### config.mk
export PLATFORM = sky130hd
export DESIGN_NAME = sse_exec
export DESIGN_NICKNAME = d
export VERILOG_FILES = /design/src/rtl/sse_pkg.sv /design/src/rtl/sse_alu.sv /design/src/rtl/sse_exec.sv
export SDC_FILE = /design/constraint.sdc
export NUM_CORES = 1
export LEC_CHECK = 0
export BUFFER_PORTS_ARGS = -buffer_cell sky130_fd_sc_hd__buf_4
export CAP_MARGIN = 20
export CORE_MARGIN = 2
export CORE_UTILIZATION = 58
export DETAILED_ROUTE_END_ITERATION = 8
export GPL_TIMING_DRIVEN = 0
export PLACE_DENSITY = 0.88
export RECOVER_POWER = 50
export SYNTH_ARGS = -nofsm -noshare
export SYNTH_HDL_FRONTEND = slang
export SYNTH_HIERARCHICAL = 1
export SYNTH_SLANG_ARGS = --single-unit
### constraint.sdc
create_clock -name i_clock -period 4.2 [get_ports i_clock]
set_input_delay 0.21 -clock i_clock [delete_from_list [all_inputs] [get_ports i_clock]]
set_output_delay 0.21 -clock i_clock [all_outputs]
set_load 0.005 [all_outputs]
### src/rtl/sse_pkg.sv
// Package of types and constants for the skip and subtract execution block.
package sse_pkg;

  localparam int unsigned SSE_DATA_W = 8;
  localparam int unsigned SSE_ADDR_W = 8;
  localparam int unsigned SSE_BIT_W  = 3;

  localparam logic [SSE_DATA_W-1:0] SSE_ACC_RST  = 8'h00;
  localparam logic [SSE_DATA_W-1:0] SSE_ZERO     = 8'h00;
  localparam logic [SSE_DATA_W-1:0] SSE_ONE      = 8'h01;
  localparam logic [3:0]            SSE_NIB_ZERO = 4'h0;

  typedef enum logic [2:0] {
    SSE_OP_SKIP_BIT_NONNULL = 3'h0,
    SSE_OP_SKIP_NONNULL     = 3'h1,
    SSE_OP_SUB_WORKING      = 3'h2,
    SSE_OP_SUB_MEMORY       = 3'h3,
    SSE_OP_INC_WORK_SKIP    = 3'h4
  } sse_op_t;

  typedef struct packed {
    sse_op_t               op;
    logic [SSE_ADDR_W-1:0] addr;
    logic [SSE_BIT_W-1:0]  bit_sel;
  } sse_cmd_t;

  typedef struct packed {
    logic signed_range_exceeded_flag;
    logic zero_flag;
    logic nibble_borrow_flag;
    logic carry_flag;
    logic signed_borrow_flag;
    logic multi_byte_nil_flag;
  } sse_flags_t;

  localparam sse_flags_t SSE_FLAGS_RST = 6'h00;

endpackage

### src/rtl/sse_alu.sv
// Combinational subtract and increment datapath with flag generation.
`timescale 1ns/1ps
module sse_alu (
  input  wire logic [7:0]          i_acc,
  input  wire logic [7:0]          i_mem,
  output logic      [7:0]          o_diff,
  output sse_pkg::sse_flags_t      o_sub_flags,
  output logic      [7:0]          o_inc
);

  logic [8:0] wide_diff;
  logic [4:0] nib_diff;
  logic       ovf;

  always_comb begin
    wide_diff = {1'b0, i_acc} - {1'b0, i_mem};
    nib_diff  = {1'b0, i_acc[3:0]} - {1'b0, i_mem[3:0]};
    ovf       = (i_acc[7] ^ i_mem[7]) & (i_acc[7] ^ wide_diff[7]);
    o_diff    = wide_diff[7:0];
    o_inc     = i_mem + sse_pkg::SSE_ONE;
    o_sub_flags.signed_range_exceeded_flag = ovf;
    o_sub_flags.zero_flag = (wide_diff[7:0] == sse_pkg::SSE_ZERO);
    // A borrow out of either width means a negative difference there.
    o_sub_flags.nibble_borrow_flag = ~nib_diff[4];
    o_sub_flags.carry_flag         = ~wide_diff[8];
    // The true sign survives an overflow, so it is result sign xor overflow.
    o_sub_flags.signed_borrow_flag  = wide_diff[7] ^ ovf;
    o_sub_flags.multi_byte_nil_flag = (wide_diff[7:0] == sse_pkg::SSE_ZERO);
  end

endmodule

### src/rtl/sse_exec.sv
// Execution sequencer for the skip, subtract and increment-skip group.
`timescale 1ns/1ps
module sse_exec #(
  parameter int unsigned ADDR_W = sse_pkg::SSE_ADDR_W
) (
  input  wire logic                i_clock,
  input  wire logic                i_reset,
  input  wire logic                i_enable,
  input  wire logic                i_start,
  input  wire sse_pkg::sse_cmd_t   i_cmd,
  input  wire logic                i_acc_load,
  input  wire logic [7:0]          i_acc_wdata,
  input  wire logic [7:0]          i_mem_rdata,
  output logic      [ADDR_W-1:0]   o_mem_addr,
  output logic                     o_mem_rd,
  output logic                     o_mem_wr,
  output logic      [7:0]          o_mem_wdata,
  output logic      [7:0]          o_acc,
  output sse_pkg::sse_flags_t      o_flags,
  output logic                     o_busy,
  output logic                     o_done,
  output logic                     o_skip,
  output logic                     o_discard
);

  ////////////////////////////////////////////////////////////////////////////

  typedef enum logic [1:0] {
    SSE_ST_IDLE  = 2'h0,
    SSE_ST_READ  = 2'h1,
    SSE_ST_EXEC  = 2'h3,
    SSE_ST_DUMMY = 2'h2
  } sse_state_t;

  sse_state_t          state_r;
  sse_state_t          state_nxt;
  sse_pkg::sse_op_t    op_r;
  logic [2:0]          bit_r;
  logic [7:0]          mem_r;
  logic [7:0]          diff;
  logic [7:0]          inc;
  sse_pkg::sse_flags_t sub_flags;
  logic                is_skip_op;
  logic                skip_cond;

  sse_alu u_alu (
    .i_acc       (o_acc),
    .i_mem       (mem_r),
    .o_diff      (diff),
    .o_sub_flags (sub_flags),
    .o_inc       (inc)
  );

  ////////////////////////////////////////////////////////////////////////////

  always_comb begin
    is_skip_op = (op_r == sse_pkg::SSE_OP_SKIP_BIT_NONNULL) ||
                 (op_r == sse_pkg::SSE_OP_SKIP_NONNULL) ||
                 (op_r == sse_pkg::SSE_OP_INC_WORK_SKIP);
    case (op_r)
      sse_pkg::SSE_OP_SKIP_BIT_NONNULL: begin
        skip_cond = mem_r[bit_r];
      end
      sse_pkg::SSE_OP_SKIP_NONNULL: begin
        skip_cond = (mem_r != sse_pkg::SSE_ZERO);
      end
      sse_pkg::SSE_OP_INC_WORK_SKIP: begin
        skip_cond = (inc == sse_pkg::SSE_ZERO);
      end
      default: begin
        skip_cond = 1'b0;
      end
    endcase
  end

  // Skips always pass through the dummy cycle so their length is fixed.
  always_comb begin
    case (state_r)
      SSE_ST_IDLE: begin
        state_nxt = i_start ? SSE_ST_READ : SSE_ST_IDLE;
      end
      SSE_ST_READ: begin
        state_nxt = SSE_ST_EXEC;
      end
      SSE_ST_EXEC: begin
        state_nxt = is_skip_op ? SSE_ST_DUMMY : SSE_ST_IDLE;
      end
      SSE_ST_DUMMY: begin
        state_nxt = SSE_ST_IDLE;
      end
      default: begin
        state_nxt = SSE_ST_IDLE;
      end
    endcase
  end

  ////////////////////////////////////////////////////////////////////////////

  always_ff @(posedge i_clock or posedge i_reset) begin
    if (i_reset) begin
      state_r <= SSE_ST_IDLE;
    end else if (i_enable) begin
      state_r <= state_nxt;
    end
  end

  always_ff @(posedge i_clock or posedge i_reset) begin
    if (i_reset) begin
      op_r       <= sse_pkg::SSE_OP_SKIP_BIT_NONNULL;
      bit_r      <= 3'h0;
      o_mem_addr <= '0;
    end else if (i_enable && state_r == SSE_ST_IDLE && i_start) begin
      op_r       <= i_cmd.op;
      bit_r      <= i_cmd.bit_sel;
      o_mem_addr <= i_cmd.addr[ADDR_W-1:0];
    end
  end

  // Memory answers in the same cycle as the read strobe.
  always_ff @(posedge i_clock or posedge i_reset) begin
    if (i_reset) begin
      o_mem_rd <= 1'b0;
    end else if (i_enable) begin
      o_mem_rd <= (state_nxt == SSE_ST_READ);
    end
  end

  // The byte is latched once, so later bus traffic cannot move the result.
  always_ff @(posedge i_clock or posedge i_reset) begin
    if (i_reset) begin
      mem_r <= sse_pkg::SSE_ZERO;
    end else if (i_enable && state_r == SSE_ST_READ) begin
      mem_r <= i_mem_rdata;
    end
  end

  always_ff @(posedge i_clock or posedge i_reset) begin
    if (i_reset) begin
      o_mem_wr    <= 1'b0;
      o_mem_wdata <= sse_pkg::SSE_ZERO;
    end else if (i_enable) begin
      o_mem_wr <= 1'b0;
      if (state_r == SSE_ST_EXEC) begin
        if (op_r == sse_pkg::SSE_OP_SKIP_NONNULL) begin
          o_mem_wr    <= 1'b1;
          o_mem_wdata <= mem_r;
        end else if (op_r == sse_pkg::SSE_OP_SUB_MEMORY) begin
          o_mem_wr    <= 1'b1;
          o_mem_wdata <= diff;
        end
      end
    end
  end

  // A load from the sequencer while busy would race the result, so it is taken only in the idle state and dropped otherwise.
  always_ff @(posedge i_clock or posedge i_reset) begin
    if (i_reset) begin
      o_acc <= sse_pkg::SSE_ACC_RST;
    end else if (i_enable) begin
      if (state_r == SSE_ST_EXEC) begin
        if (op_r == sse_pkg::SSE_OP_SUB_WORKING) begin
          o_acc <= diff;
        end else if (op_r == sse_pkg::SSE_OP_INC_WORK_SKIP) begin
          o_acc <= inc;
        end
      end else if (state_r == SSE_ST_IDLE && i_acc_load) begin
        o_acc <= i_acc_wdata;
      end
    end
  end

  // Flags move only on subtracts; every other command leaves them standing.
  always_ff @(posedge i_clock or posedge i_reset) begin
    if (i_reset) begin
      o_flags <= sse_pkg::SSE_FLAGS_RST;
    end else if (i_enable && state_r == SSE_ST_EXEC &&
                 (op_r == sse_pkg::SSE_OP_SUB_WORKING ||
                  op_r == sse_pkg::SSE_OP_SUB_MEMORY)) begin
      o_flags <= sub_flags;
    end
  end

  ////////////////////////////////////////////////////////////////////////////

  always_ff @(posedge i_clock or posedge i_reset) begin
    if (i_reset) begin
      o_busy <= 1'b0;
      o_done <= 1'b0;
    end else if (i_enable) begin
      o_busy <= (state_nxt != SSE_ST_IDLE);
      o_done <= (state_r != SSE_ST_IDLE) && (state_nxt == SSE_ST_IDLE);
    end
  end

  // Skip stands through the first idle cycle so the sequencer may read it late.
  always_ff @(posedge i_clock or posedge i_reset) begin
    if (i_reset) begin
      o_skip    <= 1'b0;
      o_discard <= 1'b0;
    end else if (i_enable) begin
      if (state_r == SSE_ST_EXEC) begin
        o_skip <= is_skip_op && skip_cond;
      end else if (state_r == SSE_ST_IDLE) begin
        o_skip <= 1'b0;
      end
      // Only the dummy cycle kills the prefetched word; skip rises with it and the SSE_OP_SKIP_NONNULL write-back lands there.
      o_discard <= (state_r == SSE_ST_EXEC) &&
                   is_skip_op && skip_cond;
    end
  end

endmodule

==> results.md <==
Global route:
- Entering global routing, the biggest net connects 28 pins.
- The first global-routing pass estimated 10.91 mm of wire.
- The number of global-route vias before repair is 2,307.
- For this run the aggregate overflow at the end of global routing stands at 0.
- The number of antenna violations at the first check in global routing is 0.
- The total global-route track usage is 0.2593.

Placed design:
- Port buffering added 70 buffers.
- The placed wire-length estimate after detailed placement is about 5.4 mm.
- The final weighted congestion in routability-driven placement is 0.9611.

Route:
- The violation count after the first detailed-route iteration is 208.
- The number of iterations in the first detailed-routing pass is 4.
- The number of vias per cell is 5.638.
- The detailed router placed 2,385 vias in this run.
- The wire length after detailed routing is 6.964 mm.
- For this run, design rule violations remaining after detail routing come to 0.
- The wire length per cell after detailed routing is 16.46 um.
- The remaining antenna violation count after routing is 0.

Cells and area:
- The commonest non-fill, non-tap cell in the layout is sky130_fd_sc_hd__dfrtp_1.
- The net count of the finished layout is 405.
- The fraction of layout cells with a size suffix above 1 is 0.3596.
- The number of antenna diodes in the final layout is 0.
- Leaving out fill and tap cells, the most frequent cells in the layout are 52 x sky130_fd_sc_hd__dfrtp_1, 36 x sky130_fd_sc_hd__mux2_2, 36 x sky130_fd_sc_hd__buf_4.
- The number of filler instances in the final layout is around 370.
- The layout overhead on the synthesized area is 23.38%.
- The share of the core filled with cells is 0.7553.

CTS:
- Buffers inserted to repair hold after CTS numbered 1.
- In this run the post-CTS setup repair buffer count came out at 0.
- In this run, CTS created clock tree buffers numbering 5.
- The TritonCTS clock tree is done.
- For the worst-skew pair, the clock arrives at the later sink with an insertion delay of just over 300 ps.
- The H-tree depth is 2.
- For this design, the sink count on the clock tree is 52.
- The number of resized instances in the post-cts repair step is 0.
- Counting along the longest clock path gives a buffer depth of 2.
- The root buffer selected by CTS is sky130_fd_sc_hd__clkbuf_8.
- After clock tree synthesis, the clock-pin slew on the worst setup and hold paths is 90 ps.

Power:
- The static power due to leakage is around 1.7 nW.
- The ratio of total power to cell area is 786.2 nW/um^2.
- Across the VDD grid, the largest voltage drop is 0.0005027 V.
- The sum of internal, switching and leakage power is 2.861 mW.

Timing:
- Across all hold checks on the routed design, the worst slack comes to between 100 and 150 ps.
- The final-report hold violation count came to 0.
- The clock tree skew after final layout is 8.018 ps.
- The normalized max-slew margin is 0.04588.
- Setup repair after global routing left no endpoint under its margin.
- The share of the cycle needed by the critical path after routing is 0.7972.
- The transition time at the pin with the least slew margin is between 1000 and 1500 ps.
- Setup violations remaining at the end of the flow were counted as 0.
- The count of final max-slew check failures is 0.
- The shortest clock period the worst path allows after layout is 3348 ps.
- Based on the critical path, the design can be clocked at up to 0.2987 GHz.
- After routing, the total negative slack on setup checks comes to 0 ps.

Min path:
- In this run the worst hold path is classified as in -> reg.

Logic synthesis:
- Of the post-synthesis cell area, the dominant cell type holds 0.4412.
- During synthesis, Yosys emitted a total of 6 warnings.
- The total nets after synthesis is 326.
- The post-synthesis sequential element count is 52.
- Sorting the synthesized cells by area gives the leading types as sky130_fd_sc_hd__dfrtp_1 44%, sky130_fd_sc_hd__mux2_2 14%, sky130_fd_sc_hd__ha_1 5.5%.
- The synthesized area divided by synthesized cell count is 10.69 sq um.
- The cell area after technology mapping is 2949 sq um.
- The largest area contributor in the netlist is sky130_fd_sc_hd__dfrtp_1.
- In the synthesized netlist, the number of instances is 276.
- The number of different library cells used by synthesis comes to 44.
- Of the synthesized area, sequential elements account for 0.4412.

Floorplanning:
- The site row count is 25.
- The total die area is 5671 sq um.
- The initial utilization of the core area, before any placement, comes to 0.6122.
- In this run the standard cell core region covers 4817 sq um.
- The floorplan step set the die width to 75.31 um.
- In this run the vertical extent of the chip is 75.31 um.
- The I/O pin count is 71.

Setup path:
- The category of the worst setup path launch point is a register.
- At the worst endpoint, the arrival time is approximately 3600 ps.
- The largest fanout on the critical path is 8.
- STA classifies the critical path endpoint as a register.
- By startpoint and endpoint, the worst setup path is classified as reg -> reg.
- The required time of the worst setup path is roughly 4500 ps.

Run status:
- The flow ran to the end, and the final reports show no timing, DRC or antenna violations.

Run:
- The max-capacitance violation count is 0.
-- through the flow --
step / area [sq um] / std cells / setup slack, ps
after floorplan: 2949 / 276 / 1446
after global placement: 3558 / 413 / 992.2
after detailed placement: 3578 / 414 / 973.1
after CTS: 3674 / 423 / 939.0
after global routing: 3638 / 423 / 711.6
final: 3638 / 423 / 851.9
-- area by class of cell --
type | instances | area, sq um | area share
timing repair buffer | 72 | 520.5 | 0.1431
inverter | 20 | 75.07 | 0.02063
clock buffer | 7 | 76.32 | 0.02098
multi-input combinational | 193 | 1516 | 0.4168
clock inverter | 1 | 8.758 | 0.002407
buffer | 11 | 56.30 | 0.01547
sequential | 52 | 1301 | 0.3576
tap | 67 | 83.83 | 0.02304
-- worst max-delay path, stage by stage (launching register included) --
cell and delay, ps:
sky130_fd_sc_hd__dfrtp_1 530, sky130_fd_sc_hd__inv_1 130, sky130_fd_sc_hd__ha_1 370, sky130_fd_sc_hd__o21ai_1 90, sky130_fd_sc_hd__a21oi_1 190, sky130_fd_sc_hd__o311a_1 220
sky130_fd_sc_hd__o21a_1 120, sky130_fd_sc_hd__nor2_1 40, sky130_fd_sc_hd__fa_1 590, sky130_fd_sc_hd__nand3_1 90, sky130_fd_sc_hd__or3_1 340, sky130_fd_sc_hd__nor4_2 290
sky130_fd_sc_hd__buf_4 170, sky130_fd_sc_hd__mux2_2 130
-- final timing paths --
path	start	to	slack, ps	cells after the start
min in group asynchronous	i_reset	o_mem_addr[2]$_DFFE_PP0P_	670	3
max reg2reg	mem_r[2]$_DFFE_PP0P_	o_flags[4]$_DFFE_PP0P_	850	13
min reg2reg	o_mem_wdata[3]$_DFFE_PP0P_	o_mem_wdata[3]$_DFFE_PP0P_	500	2
max	mem_r[2]$_DFFE_PP0P_	o_flags[4]$_DFFE_PP0P_	850	13
max in group asynchronous	i_reset	o_acc[0]$_DFFE_PP0P_	1700	4
min	i_cmd[9]	o_mem_addr[6]$_DFFE_PP0P_	130	2
-- metal layers --
layer,GRT usage,routed length [um]
met1,0.3484,2942
met2,0.4193,3503
met3,0.05026,377
met4,0.09942,141
met5,0,0
-- state kept, by name, indices dropped and copies added, names as in the netlist, 2 cells and up --
| register | flops |
|---|---|
| o_acc | 8 |
| op_r | 3 |
| bit_r | 3 |
| mem_r | 8 |
| o_flags | 6 |
| state_r | 2 |
| o_mem_wdata | 8 |
| o_mem_addr | 8 |
-- Yosys cell counts (all sizes together) --
master   number
a21o          1
a21oi        14
a22o          1
a311oi        1
a31oi         3
a32o          1
and3          2
and3b         1
buf           8
clkbuf        3
dfrtp        52
fa            2
ha           13
inv          20
mux2         36
mux2i        11
mux4          1
nand2        15
nand2b        5
nand3         7
nand4         1
nor2         25
nor2b         1
nor3          2
nor3b         1
nor4          6
o21a          1
o21ai        12
o22ai        10
o2bb2ai       1
o311a         2
o41ai         1
or2           3
or3           2
or4           1
xnor2         7
xor2          3
-- cell families after synthesis --
| logic type | synth area share |
|---|---|
| AND/OR/NAND/NOR | 0.1269 |
| multiplexers | 0.1824 |
| AO/OA/AOI/OAI | 0.1065 |
| flip-flops | 0.4412 |
| buffers and inverters | 0.04455 |
| XOR/XNOR | 0.02970 |
| adder cells (fa/ha/maj) | 0.06873 |
-- power by group --
group | internal, mW | total, mW | switching [mW] | leakage (nW)
sequential | 0.702 | 0.930 | 0.228 | 0.644
combinational | 0.799 | 1.65 | 0.847 | 1.04
clock | 0.119 | 0.285 | 0.165 | 0.0424
total | 1.62 | 2.86 | 1.24 | 1.72
(Power assumes the default switching activity.)
